===== config.mk =====
export PLATFORM = sky130hd
export DESIGN_NAME = tid_tap_decode
export DESIGN_NICKNAME = d
export VERILOG_FILES = /design/src/tid_bscan_chain.v /design/src/tid_tap_decode.v
export VERILOG_INCLUDE_DIRS = /design/src /design/src/src
export SDC_FILE = /design/constraint.sdc
export NUM_CORES = 1
export LEC_CHECK = 0
export ABC_CLOCK_PERIOD_IN_PS = 4000
export BUFFER_PORTS_ARGS = -buffer_cell sky130_fd_sc_hd__buf_4
export CAP_MARGIN = 40
export CORE_ASPECT_RATIO = 0.6
export CORE_MARGIN = 1
export CORE_UTILIZATION = 57
export DETAILED_ROUTE_END_ITERATION = 8
export PLACE_DENSITY = 0.81
export SLEW_MARGIN = 10
export SYNTH_ARGS = -nofsm -noshare
export SYNTH_HDL_FRONTEND = slang
export SYNTH_SLANG_ARGS = --single-unit

===== constraint.sdc =====
create_clock -name i_ref_clk -period 4 [get_ports i_ref_clk]
set_input_delay 0.4 -clock i_ref_clk [delete_from_list [all_inputs] [get_ports i_ref_clk]]
set_output_delay 0.4 -clock i_ref_clk [all_outputs]
set_load 0.03 [all_outputs]

===== src/tid_consts.vh =====
// constants for the tap instruction decoder and its data registers
`ifndef TID_CONSTS_VH
`define TID_CONSTS_VH

// register lengths and pin count
`define TID_IR_LEN        23
`define TID_ID_LEN        32
`define TID_GREG_LEN      97
`define TID_NPINS         8
`define TID_BSR_LEN       24

// instruction codes
`define TID_OP_BYPASS     23'h000000
`define TID_OP_EXTEST     23'h7fffe8
`define TID_OP_EXT_PULSE  23'h7fffe9
`define TID_OP_EXT_TRAIN  23'h7fffea
`define TID_OP_SAMPLE     23'h7ffff8
`define TID_OP_IDCODE     23'h7fffff
`define TID_OP_HIGHZ      23'h7fffcf
`define TID_OP_CLAMP      23'h7ffffe
`define TID_OP_GREG       23'h00003d

// capture and reset values
`define TID_IR_CAPTURE    23'h000001
// identification value is arbitrary; bit 0 set as the identification register demands
`define TID_IDCODE_VALUE  32'h0a5a5001
`define TID_GREG_RESET    97'h0

// data register selection codes
`define TID_DR_BYPASS     2'h0
`define TID_DR_BSR        2'h1
`define TID_DR_ID         2'h2
`define TID_DR_GREG       2'h3

// pin drive modes
`define TID_PIN_NORMAL    2'h0
`define TID_PIN_TEST      2'h1
`define TID_PIN_HIGHZ     2'h2

// tap controller states
`define TID_ST_TLR        4'h0
`define TID_ST_RTI        4'h1
`define TID_ST_SEL_DR     4'h2
`define TID_ST_CAP_DR     4'h3
`define TID_ST_SH_DR      4'h4
`define TID_ST_EX1_DR     4'h5
`define TID_ST_PA_DR      4'h6
`define TID_ST_EX2_DR     4'h7
`define TID_ST_UPD_DR     4'h8
`define TID_ST_SEL_IR     4'h9
`define TID_ST_CAP_IR     4'ha
`define TID_ST_SH_IR      4'hb
`define TID_ST_EX1_IR     4'hc
`define TID_ST_PA_IR      4'hd
`define TID_ST_EX2_IR     4'he
`define TID_ST_UPD_IR     4'hf

`endif


===== src/tid_bscan_chain.v =====
// boundary-scan register with capture, shift and update latches
`timescale 1ns/1ps
`include "tid_consts.vh"

module tid_bscan_chain (
  input  wire                    i_ref_clk,
  input  wire                    i_rst_n,
  input  wire                    i_capture,
  input  wire                    i_shift,
  input  wire                    i_update,
  input  wire                    i_tdi,
  input  wire [`TID_NPINS-1:0]   i_pin_in,
  input  wire [`TID_NPINS-1:0]   i_core_out,
  input  wire [`TID_NPINS-1:0]   i_core_oe,
  output wire                    o_so,
  output wire [`TID_NPINS-1:0]   o_upd_out,
  output wire [`TID_NPINS-1:0]   o_upd_oe
);

  // cell order from tdi side: oe cells, output cells, input cells nearest tdo
  wire [`TID_BSR_LEN-1:0] cap_val;
  wire [`TID_BSR_LEN:0]   chain;
  reg  [`TID_BSR_LEN-1:0] sh;
  reg  [`TID_BSR_LEN-1:0] upd;

  assign cap_val = {i_core_oe, i_core_out, i_pin_in};
  assign chain[`TID_BSR_LEN] = i_tdi;

  genvar g;
  generate
    for (g = 0; g < `TID_BSR_LEN; g = g + 1) begin : g_cell
      assign chain[g] = sh[g];
      always @(posedge i_ref_clk or negedge i_rst_n) begin
        if (!i_rst_n) begin
          sh[g]  <= 1'b0;
          upd[g] <= 1'b0;
        end else begin
          if (i_capture) begin
            sh[g] <= cap_val[g];
          end else if (i_shift) begin
            sh[g] <= chain[g+1];
          end
          // latch holds preloaded data until the next update, so a later extest drives it
          if (i_update) begin
            upd[g] <= sh[g];
          end
        end
      end
    end
  endgenerate

  assign o_so      = sh[0];
  assign o_upd_out = upd[2*`TID_NPINS-1:`TID_NPINS];
  assign o_upd_oe  = upd[3*`TID_NPINS-1:2*`TID_NPINS];

endmodule // tid_bscan_chain


===== src/tid_tap_decode.v =====
// tap controller, instruction decode and data register selection
`timescale 1ns/1ps
`include "tid_consts.vh"
// Functional notes
// - bypass puts one-bit register between tdi, tdo
// - extest drives pins from boundary update latches
// - extest captures input pins before shifting
// - extest pulse gives one pulse per idle visit
// - extest train pulses continuously while in idle
// - sample keeps pins normal, captures pins and core
// - preloaded values held in update latches
// - idcode connects 32-bit identification register
// - reset or test-logic-reset selects identification register
// - highz floats all outputs, bypass selected
// - clamp drives latches, shifts through bypass
// - global instruction connects 97-bit internal register
// - sample tms/tdi on rise, tdo on fall
// - runs from reference clock, test clock oversampled, always active

module tid_tap_decode (
  input  wire                      i_ref_clk,
  input  wire                      i_rst_n,
  input  wire                      i_tck,
  input  wire                      i_tms,
  input  wire                      i_tdi,
  input  wire                      i_trst_n,
  input  wire [`TID_NPINS-1:0]     i_pin_in,
  input  wire [`TID_NPINS-1:0]     i_core_out,
  input  wire [`TID_NPINS-1:0]     i_core_oe,
  input  wire [`TID_GREG_LEN-1:0]  i_global_status,
  output reg                       o_tdo,
  output reg                       o_tdo_oe,
  output reg  [`TID_NPINS-1:0]     o_pin_out,
  output reg  [`TID_NPINS-1:0]     o_pin_oe,
  output reg                       o_test_pulse,
  output reg  [`TID_GREG_LEN-1:0]  o_global_cfg,
  output reg  [`TID_IR_LEN-1:0]    o_instr
);

  localparam [3:0] ST_TLR    = `TID_ST_TLR;
  localparam [3:0] ST_RTI    = `TID_ST_RTI;
  localparam [3:0] ST_SEL_DR = `TID_ST_SEL_DR;
  localparam [3:0] ST_CAP_DR = `TID_ST_CAP_DR;
  localparam [3:0] ST_SH_DR  = `TID_ST_SH_DR;
  localparam [3:0] ST_EX1_DR = `TID_ST_EX1_DR;
  localparam [3:0] ST_PA_DR  = `TID_ST_PA_DR;
  localparam [3:0] ST_EX2_DR = `TID_ST_EX2_DR;
  localparam [3:0] ST_UPD_DR = `TID_ST_UPD_DR;
  localparam [3:0] ST_SEL_IR = `TID_ST_SEL_IR;
  localparam [3:0] ST_CAP_IR = `TID_ST_CAP_IR;
  localparam [3:0] ST_SH_IR  = `TID_ST_SH_IR;
  localparam [3:0] ST_EX1_IR = `TID_ST_EX1_IR;
  localparam [3:0] ST_PA_IR  = `TID_ST_PA_IR;
  localparam [3:0] ST_EX2_IR = `TID_ST_EX2_IR;
  localparam [3:0] ST_UPD_IR = `TID_ST_UPD_IR;

  // which data register an instruction selects
  function [1:0] tid_dr_sel;
    input [`TID_IR_LEN-1:0] op;
    begin
      case (op)
        `TID_OP_EXTEST:    tid_dr_sel = `TID_DR_BSR;
        `TID_OP_EXT_PULSE: tid_dr_sel = `TID_DR_BSR;
        `TID_OP_EXT_TRAIN: tid_dr_sel = `TID_DR_BSR;
        `TID_OP_SAMPLE:    tid_dr_sel = `TID_DR_BSR;
        `TID_OP_IDCODE:    tid_dr_sel = `TID_DR_ID;
        `TID_OP_GREG:      tid_dr_sel = `TID_DR_GREG;
        `TID_OP_BYPASS:    tid_dr_sel = `TID_DR_BYPASS;
        `TID_OP_HIGHZ:     tid_dr_sel = `TID_DR_BYPASS;
        `TID_OP_CLAMP:     tid_dr_sel = `TID_DR_BYPASS;
        default:           tid_dr_sel = `TID_DR_BYPASS;
      endcase
    end
  endfunction

  // how the output pins are driven under an instruction
  function [1:0] tid_pin_mode;
    input [`TID_IR_LEN-1:0] op;
    begin
      case (op)
        `TID_OP_EXTEST:    tid_pin_mode = `TID_PIN_TEST;
        `TID_OP_EXT_PULSE: tid_pin_mode = `TID_PIN_TEST;
        `TID_OP_EXT_TRAIN: tid_pin_mode = `TID_PIN_TEST;
        `TID_OP_CLAMP:     tid_pin_mode = `TID_PIN_TEST;
        `TID_OP_HIGHZ:     tid_pin_mode = `TID_PIN_HIGHZ;
        default:           tid_pin_mode = `TID_PIN_NORMAL;
      endcase
    end
  endfunction

  // pin synchronisers; first stages feed only second stages
  reg                  tck_s1;
  reg                  tck_s2;
  reg                  tck_d;
  reg                  tms_s1;
  reg                  tms_s2;
  reg                  tdi_s1;
  reg                  tdi_s2;
  reg                  trst_s1;
  reg                  trst_s2;
  reg [`TID_NPINS-1:0] pin_s1;
  reg [`TID_NPINS-1:0] pin_s2;

  always @(posedge i_ref_clk or negedge i_rst_n) begin
    if (!i_rst_n) begin
      tck_s1  <= 1'b0;
      tck_s2  <= 1'b0;
      tck_d   <= 1'b0;
      tms_s1  <= 1'b1;
      tms_s2  <= 1'b1;
      tdi_s1  <= 1'b0;
      tdi_s2  <= 1'b0;
      trst_s1 <= 1'b0;
      trst_s2 <= 1'b0;
      pin_s1  <= {`TID_NPINS{1'b0}};
      pin_s2  <= {`TID_NPINS{1'b0}};
    end else begin
      tck_s1  <= i_tck;
      tck_s2  <= tck_s1;
      tck_d   <= tck_s2;
      tms_s1  <= i_tms;
      tms_s2  <= tms_s1;
      tdi_s1  <= i_tdi;
      tdi_s2  <= tdi_s1;
      trst_s1 <= i_trst_n;
      trst_s2 <= trst_s1;
      pin_s1  <= i_pin_in;
      pin_s2  <= pin_s1;
    end
  end

  // all tap activity except test reset and the i_rst_n reset is paced by test clock edges, never by core state
  wire tck_rise = tck_s2 & ~tck_d;
  wire tck_fall = ~tck_s2 & tck_d;

  reg  [3:0] state;
  reg  [3:0] next_state;

  always @* begin
    case (state)
      ST_TLR:    next_state = tms_s2 ? ST_TLR    : ST_RTI;
      ST_RTI:    next_state = tms_s2 ? ST_SEL_DR : ST_RTI;
      ST_SEL_DR: next_state = tms_s2 ? ST_SEL_IR : ST_CAP_DR;
      ST_CAP_DR: next_state = tms_s2 ? ST_EX1_DR : ST_SH_DR;
      ST_SH_DR:  next_state = tms_s2 ? ST_EX1_DR : ST_SH_DR;
      ST_EX1_DR: next_state = tms_s2 ? ST_UPD_DR : ST_PA_DR;
      ST_PA_DR:  next_state = tms_s2 ? ST_EX2_DR : ST_PA_DR;
      ST_EX2_DR: next_state = tms_s2 ? ST_UPD_DR : ST_SH_DR;
      ST_UPD_DR: next_state = tms_s2 ? ST_SEL_DR : ST_RTI;
      ST_SEL_IR: next_state = tms_s2 ? ST_TLR    : ST_CAP_IR;
      ST_CAP_IR: next_state = tms_s2 ? ST_EX1_IR : ST_SH_IR;
      ST_SH_IR:  next_state = tms_s2 ? ST_EX1_IR : ST_SH_IR;
      ST_EX1_IR: next_state = tms_s2 ? ST_UPD_IR : ST_PA_IR;
      ST_PA_IR:  next_state = tms_s2 ? ST_EX2_IR : ST_PA_IR;
      ST_EX2_IR: next_state = tms_s2 ? ST_UPD_IR : ST_SH_IR;
      ST_UPD_IR: next_state = tms_s2 ? ST_SEL_DR : ST_RTI;
      default:   next_state = ST_TLR;
    endcase
  end

  always @(posedge i_ref_clk or negedge i_rst_n) begin
    if (!i_rst_n) begin
      state <= ST_TLR;
    end else if (!trst_s2) begin
      state <= ST_TLR;
    end else if (tck_rise) begin
      state <= next_state;
    end
  end

  // instruction register: shift stage plus active latch
  reg  [`TID_IR_LEN-1:0] ir_sh;
  wire [1:0]             dr_sel = tid_dr_sel(o_instr);

  always @(posedge i_ref_clk or negedge i_rst_n) begin
    if (!i_rst_n) begin
      ir_sh   <= `TID_IR_CAPTURE;
      o_instr <= `TID_OP_IDCODE;
    end else begin
      if (tck_rise && state == ST_CAP_IR) begin
        ir_sh <= `TID_IR_CAPTURE;
      end else if (tck_rise && state == ST_SH_IR) begin
        ir_sh <= {tdi_s2, ir_sh[`TID_IR_LEN-1:1]};
      end
      if (state == ST_TLR) begin
        o_instr <= `TID_OP_IDCODE;
      end else if (tck_fall && state == ST_UPD_IR) begin
        o_instr <= ir_sh;
      end
    end
  end

  wire dr_cap = tck_rise && state == ST_CAP_DR;
  wire dr_sh  = tck_rise && state == ST_SH_DR;
  wire dr_upd = tck_fall && state == ST_UPD_DR;

  // bypass, identification and global registers
  reg                      byp;
  reg [`TID_ID_LEN-1:0]    id_sh;
  reg [`TID_GREG_LEN-1:0]  greg_sh;

  always @(posedge i_ref_clk or negedge i_rst_n) begin
    if (!i_rst_n) begin
      byp          <= 1'b0;
      id_sh        <= `TID_IDCODE_VALUE;
      greg_sh      <= `TID_GREG_RESET;
      o_global_cfg <= `TID_GREG_RESET;
    end else begin
      if (dr_sel == `TID_DR_BYPASS) begin
        if (dr_cap) begin
          byp <= 1'b0;
        end else if (dr_sh) begin
          byp <= tdi_s2;
        end
      end
      if (dr_sel == `TID_DR_ID) begin
        if (dr_cap) begin
          id_sh <= `TID_IDCODE_VALUE;
        end else if (dr_sh) begin
          id_sh <= {tdi_s2, id_sh[`TID_ID_LEN-1:1]};
        end
      end
      if (dr_sel == `TID_DR_GREG) begin
        if (dr_cap) begin
          greg_sh <= i_global_status;
        end else if (dr_sh) begin
          greg_sh <= {tdi_s2, greg_sh[`TID_GREG_LEN-1:1]};
        end
        if (dr_upd) begin
          o_global_cfg <= greg_sh;
        end
      end
    end
  end

  // boundary-scan register
  wire                  bsr_so;
  wire [`TID_NPINS-1:0] upd_out;
  wire [`TID_NPINS-1:0] upd_oe;
  wire                  bsr_on = (dr_sel == `TID_DR_BSR);

  tid_bscan_chain u_bsr (
    .i_ref_clk  (i_ref_clk),
    .i_rst_n    (i_rst_n),
    .i_capture  (dr_cap && bsr_on),
    .i_shift    (dr_sh && bsr_on),
    .i_update   (dr_upd && bsr_on),
    .i_tdi      (tdi_s2),
    .i_pin_in   (pin_s2),
    .i_core_out (i_core_out),
    .i_core_oe  (i_core_oe),
    .o_so       (bsr_so),
    .o_upd_out  (upd_out),
    .o_upd_oe   (upd_oe)
  );

  // serial output changes only on falling test clock edges
  reg dr_so;

  always @* begin
    case (dr_sel)
      `TID_DR_BSR:  dr_so = bsr_so;
      `TID_DR_ID:   dr_so = id_sh[0];
      `TID_DR_GREG: dr_so = greg_sh[0];
      default:      dr_so = byp;
    endcase
  end

  always @(posedge i_ref_clk or negedge i_rst_n) begin
    if (!i_rst_n) begin
      o_tdo    <= 1'b0;
      o_tdo_oe <= 1'b0;
    end else if (tck_fall) begin
      if (state == ST_SH_DR) begin
        o_tdo    <= dr_so;
        o_tdo_oe <= 1'b1;
      end else if (state == ST_SH_IR) begin
        o_tdo    <= ir_sh[0];
        o_tdo_oe <= 1'b1;
      end else begin
        o_tdo_oe <= 1'b0;
      end
    end
  end

  // ac test pulse: one per idle visit, or a train toggling each rise in idle
  reg ac_lvl;

  always @(posedge i_ref_clk or negedge i_rst_n) begin
    if (!i_rst_n) begin
      ac_lvl <= 1'b0;
    end else if (o_instr == `TID_OP_EXT_PULSE) begin
      ac_lvl <= (state == ST_RTI);
    end else if (o_instr == `TID_OP_EXT_TRAIN && state == ST_RTI) begin
      if (tck_rise) begin
        ac_lvl <= ~ac_lvl;
      end
    end else begin
      ac_lvl <= 1'b0;
    end
  end

  // pin drive; the pulse is laid over the latched test data
  always @(posedge i_ref_clk or negedge i_rst_n) begin
    if (!i_rst_n) begin
      o_pin_out    <= {`TID_NPINS{1'b0}};
      o_pin_oe     <= {`TID_NPINS{1'b0}};
      o_test_pulse <= 1'b0;
    end else begin
      o_test_pulse <= ac_lvl;
      case (tid_pin_mode(o_instr))
        `TID_PIN_TEST: begin
          o_pin_out <= upd_out ^ {`TID_NPINS{ac_lvl}};
          o_pin_oe  <= upd_oe;
        end
        `TID_PIN_HIGHZ: begin
          o_pin_out <= {`TID_NPINS{1'b0}};
          o_pin_oe  <= {`TID_NPINS{1'b0}};
        end
        default: begin
          o_pin_out <= i_core_out;
          o_pin_oe  <= i_core_oe;
        end
      endcase
    end
  end

endmodule // tid_tap_decode


After elaboration in Yosys (flattened, before gate mapping)
Cells that the tools add are included.
{"block": "word_totals", "out_inout_bits": 139, "elab_cells": 212, "inputBits": 127, "register_bits": 362}
{"block": "classes", "bitwise": 6, "mux": 85, "eq_ne": 30, "n_reduce_logical": 27}
{"cell": "$mux 97", "n": 2}
{"cell": "$eq 23x23->1 const B", "n": 7}
{"cell": "$mux 23", "n": 4}
{"cell": "$mux 32", "n": 2}
{"cell": "$mux 1", "n": 60}
{"cell": "$pmux 4 s12", "n": 1}
{"cell": "$eq 4x4->1 const B", "n": 8}
{"cell": "$pmux 8 s2", "n": 2}
{"cell": "$mux 4", "n": 6}
{"cell": "$eq 23x6->1 const B", "n": 1}
{"cell": "$eq 4x3->1 const B", "n": 4}
{"cell": "$logic_and 1x1->1", "n": 10}
{"cell": "$reduce_and 2->1", "n": 5}
{"cell": "$reduce_bool 2->1", "n": 5}
{"cell": "$eq 4x2->1 const B", "n": 2}
{"cell": "$reduce_or 4->1", "n": 2}
{"cell": "$xor 8x8->8", "n": 1}
{"cell": "$eq 2x2->1 const B", "n": 3}
{"cell": "$mux 2", "n": 3}
{"cell": "$mux 3", "n": 2}
{"cell": "$pmux 2 s3", "n": 1}
{"cell": "$eq 2x1->1 const B", "n": 2}
{"cell": "$eq 4x1->1 const B", "n": 1}
{"cell": "$logic_not 4->1", "n": 1}
{"cell": "other kinds (9)", "n": 13}

Depth between registers and ports, before layout
{"block": "logic_depth", "ltp_word": 7, "depth_mapped": 9}

Hierarchy
A second synthesis with hierarchy kept.
{"block": "unflattened", "hier_cells": 1310, "hier_area_um2": 15112.0}
{"mod": "tid_tap_decode", "cells_each": 1172, "n_inst": 1, "area_each_um2": 13335.3}
{"mod": "tid_bscan_chain", "cells_each": 138, "n_inst": 1, "area_each_um2": 1776.7}

Worst setup path after synthesis
Ideal clock, no wire load.
{"block": "synth_timing", "kind": "register to register", "start": "reg o_instr[21]", "end": "reg o_pin_oe[4]", "required_ns": 3.934, "arrival_time_ns": 2.306, "slack_ns": 1.628, "period_less_slack_ns": 2.372, "stages_incl_launch_ff": 10, "cell_sequence": "dfstp_2 nand4_1 nor3_1 nand3_1 a21oi_1 ha_1 clkbuf_1 nor2b_1 clkbuf_1 a22o_1"}
{"block": "synth_via", "elab_chain_cells": 5, "elab_cells_between_ends": 10}
{"item": "from (decl)", "line_no": "tid_tap_decode.v:37", "text": "output reg [`TID_IR_LEN-1:0] o_instr"}
{"item": "from (signal assigned)", "line_no": "tid_tap_decode.v:178", "text": "o_instr <= `TID_OP_IDCODE;"}
{"item": "from (signal assigned)", "line_no": "tid_tap_decode.v:186", "text": "o_instr <= `TID_OP_IDCODE;"}
{"item": "from (signal assigned)", "line_no": "tid_tap_decode.v:188", "text": "o_instr <= ir_sh;"}
{"item": "$eq 23x23->1", "line_no": "tid_tap_decode.v:80", "text": "case (op)"}
{"item": "$reduce_or 4->1 (no line)"}
{"item": "$pmux 2 s2 *", "line_no": "tid_tap_decode.v:80"}
{"item": "$eq 2x2->1 or $eq 2x1->1 (tied branches)", "line_no": "tid_tap_decode.v:311", "text": "case (tid_pin_mode(o_instr))"}
{"item": "$pmux 8 s2 *", "line_no": "tid_tap_decode.v:311"}
{"item": "to (signal assigned)", "line_no": "tid_tap_decode.v:314", "text": "o_pin_oe <= upd_oe;"}
{"item": "to (signal assigned)", "line_no": "tid_tap_decode.v:318", "text": "o_pin_oe <= {`TID_NPINS{1'b0}};"}
{"item": "to (signal assigned)", "line_no": "tid_tap_decode.v:322", "text": "o_pin_oe <= i_core_oe;"}
{"item": "to (decl)", "line_no": "tid_tap_decode.v:34", "text": "output reg [`TID_NPINS-1:0] o_pin_oe,"}
Every way passes the cells marked *; elsewhere a longest branch is shown, timed or not.
A chain may end at the register's enable or synchronous reset.

Final worst setup path
{"block": "layout_timing", "start": "reg o_instr[18]", "end": "reg o_pin_oe[7]"}
Same word-level chain as after synthesis.

==> flow_summary.yaml <==
global_route:
  grt_max_degree: 195
  grt_pass1_wl_mm: 59.6
  grt_pass1_vias: 10915
  grt_antenna_before_repair: 1
  grt_usage_pct: 28.2
  overflow: 0
timing:
  hold_viol: 47
  relSlewSlack_pct: 33.5
  setup_viol: 0
  fmax_ghz: 0.342
  holdWs_ns: -0.0954
  rsz0062_at_grt: "no"
  fin_crit_ns: 2.92
  final_max_slew_viol_count: 0
  worst_slew_pin_slew_ns: 0.998
  skew_ns: 0.0193
  timing.setup.tns_ns: 0
  period_share_pct: 73.1
run_status:
  violations: "negative hold slack"
  outcome: "finished with violations"
setup_path:
  worstPathArrival_ns: 3.37
  reg2regPathDepth: 7
  worstPathRequired_ns: 4.45
  max_stage_delay_ns: 0.61
  critPathKind: "reg -> reg"
  end_kind: "flop"
  crit_path_start_kind: "flop"
  cp_slowest_cell: "nor2b_1"
  crit_chain: "nand4_1, nor3_1, nand3_1, a21oi_1, ha_1, nor2b_1, a22o_1"
  worstPathMaxFanout: 18
power_and_ir_drop:
  powerDensity_mw_per_mm2: 395
  p_total_mw: 7.28
  vdd_drop_max_v: 0.000323
  p_leak_nw: 9.02
synth:
  ys_warn_count: 0
  synthCells: 1412
  ys_top_cells_by_count: "nand2_1, dfrtp_1, nor2_1"
  synth_area_mm2: 0.0150
  yosysUniqueCellTypes: 52
  synthXorXnorAreaFrac_pct: 0.527
  async_flop_share_pct: 100
  synthAdderAreaFrac_pct: 0.151
  yosysSeqAreaShare_pct: 60.9
  synth.net_count: 1540
  yosysTopAreaCell: "dfrtp_1"
  ys_ff_latch: 362
  synth_ff_type: "dfrtp_1"
  syn_area_per_cell_um2: 10.6
  synthMuxAreaShare_pct: 10.4
  synth-compound-area-share_pct: 8.99
  synthTopCellsByArea: "dfrtp_1, nand2_1, mux2_2, dfstp_2, a31oi_1"
  synth_top_cell_area_share_pct: 54.7
  synth.most_common_cell: "nand2_1"
  yosys.area_share.simple_pct: 15.4
  synth_top_family_by_area: "simple AND/OR/NAND/NOR gates"
  synth_edf_count: 0
worst_hold_path:
  worst_hold_path_type: "in -> async"
clocking:
  root_buffer: "clkbuf_16"
  clk_pin_slew_ns: 0.07
  cts_buffer_depth: 3
  cts_tree: "built"
  h-tree-depth: 2
  clkSinkCount: 362
  clock_latency_ns: 0.52
  cts_buffers: 34
floorplan:
  core_mm2: 0.0255
  pin_count: 266
  die_w_um: 211
  rows: 45
  die_h_um: 127
  die_area_mm2: 0.0269
  initial_core_util_pct: 58.6
drt:
  drt_iter0_markers: 1087
  ant_nets: 0
  drc_errors: 0
  wirelength_mm: 37.6
  dr.pass1.iters: 7
  post_drt_wl_per_cell_um: 18.6
  avgViaCountPerCell: 5.65
  vias: 11440
cells_and_area:
  fin_util_pct: 72.3
  drive_above_1_share_pct: 28.7
  fillCellCount: 1771
  multi_input_area_mm2: 0.00532
  area_growth_pct: 23.2
  nNetsFinal: 1774
  n_antenna_cell: 0
  seqCellArea_mm2: 0.00910
flow_run:
  drv_cap: 0
placed_design:
  port_buffers: 265
  place_congestion: 0.946
  dp_hpwl_mm: 24.2
[flip-flops by register name, summed over array words and instances, names as in the netlist, 4 cells and up]
register and cells:
u_bsr.o_upd_out 8, o_instr 23, u_bsr.o_upd_oe 8, o_global_cfg 97
id_sh 32, o_pin_oe 8, o_pin_out 8, pin_s1 8
state 4, ir_sh 23, greg_sh 97, u_bsr.chain 23
pin_s2 8
[cell usage in the layout, fill, tap and decap left out, types with 26 or more instances in the layout]
master	netlist	routed
nand2_1	366	366
dfrtp_1	327	327
buf_4	6	274
nor2_1	107	107
mux2_2	98	98
a31oi_1	97	97
o21ai_0	71	71
clkbuf_16	0	35
dfstp_2	35	35
nand3_1	31	31
mux2i_1	26	26
[critical path, delay by kind of cell (launching register included)]
family / cells / cell delay (ns)
compound gates: 2 / 0.43
simple gates: 4 / 1.38
flops: 1 / 0.56
fa+ha+maj: 1 / 0.48
[what timing repair did]
item,in CTS,in global routing
endpoints found under the hold margin,12,0
setup buffers,0,0
gates resized for setup,0,0
hold buffers,12,0
[area by class of cell]
class	count	share of cell area, %
flip-flops and latches	362	49.4
multi-input cells	937	28.9
repair buffers	296	12.9
clock buffers	48	5.34
well taps	352	2.39
clock inverters	13	0.794
inverters	15	0.306
[through the flow]
stage | std cells | instance area, um2 | setup slack (ns)
2_1_floorplan | 1412 | 15000 | 1.63
3_3_place_gp | 1948 | 17100 | 1.28
3_5_place_dp | 1950 | 17200 | 1.11
6_report | 2023 | 18400 | 1.08
5_1_grt | 2023 | 18400 | 0.835
4_1_cts | 2023 | 18400 | 1.10
[routing by layer]
metal / global-route usage, % / part of all wire [%] / vias to the layer above
li1: - / - / 5264
met1: 43.2 / 45 / 5623
met2: 41.5 / 44 / 484
met3: 5.43 / 8.1 / 67
met4: 7.33 / 2.3 / 2
met5: 0 / 0.027 / -
[logic make-up (layout without fill, tap and decap cells)]
group	count (synthesis)	in the layout
compound gates	224	224
buf+inv	113	372
xor+xnor	9	9
simple gates	561	561
mux	141	141
fa+ha+maj	2	2
flops	362	362
[path summary, 6_finish.rpt]
check,from,endpoint,slack [ns]
max,o_instr[18],o_pin_oe[7],1.08
min reg2reg,pin_s1[7],pin_s2[7],0.35
min in group i_ref_clk,i_core_out[7],o_pin_out[7],0.11
max in group asynchronous,i_rst_n,o_instr[21],2.99
max reg2reg,o_instr[18],o_pin_oe[7],1.08
min,i_rst_n,greg_sh[8],-0.1
[where the power goes]
| group | internal (mW) | switching [mW] |
|---|---|---|
| combinational | 0.121 | 0.151 |
| clock | 1.92 | 1.38 |
| sequential | 3.69 | 0.0200 |
| total | 5.73 | 1.55 |
Note: power is estimated with default switching activity, not from simulation.
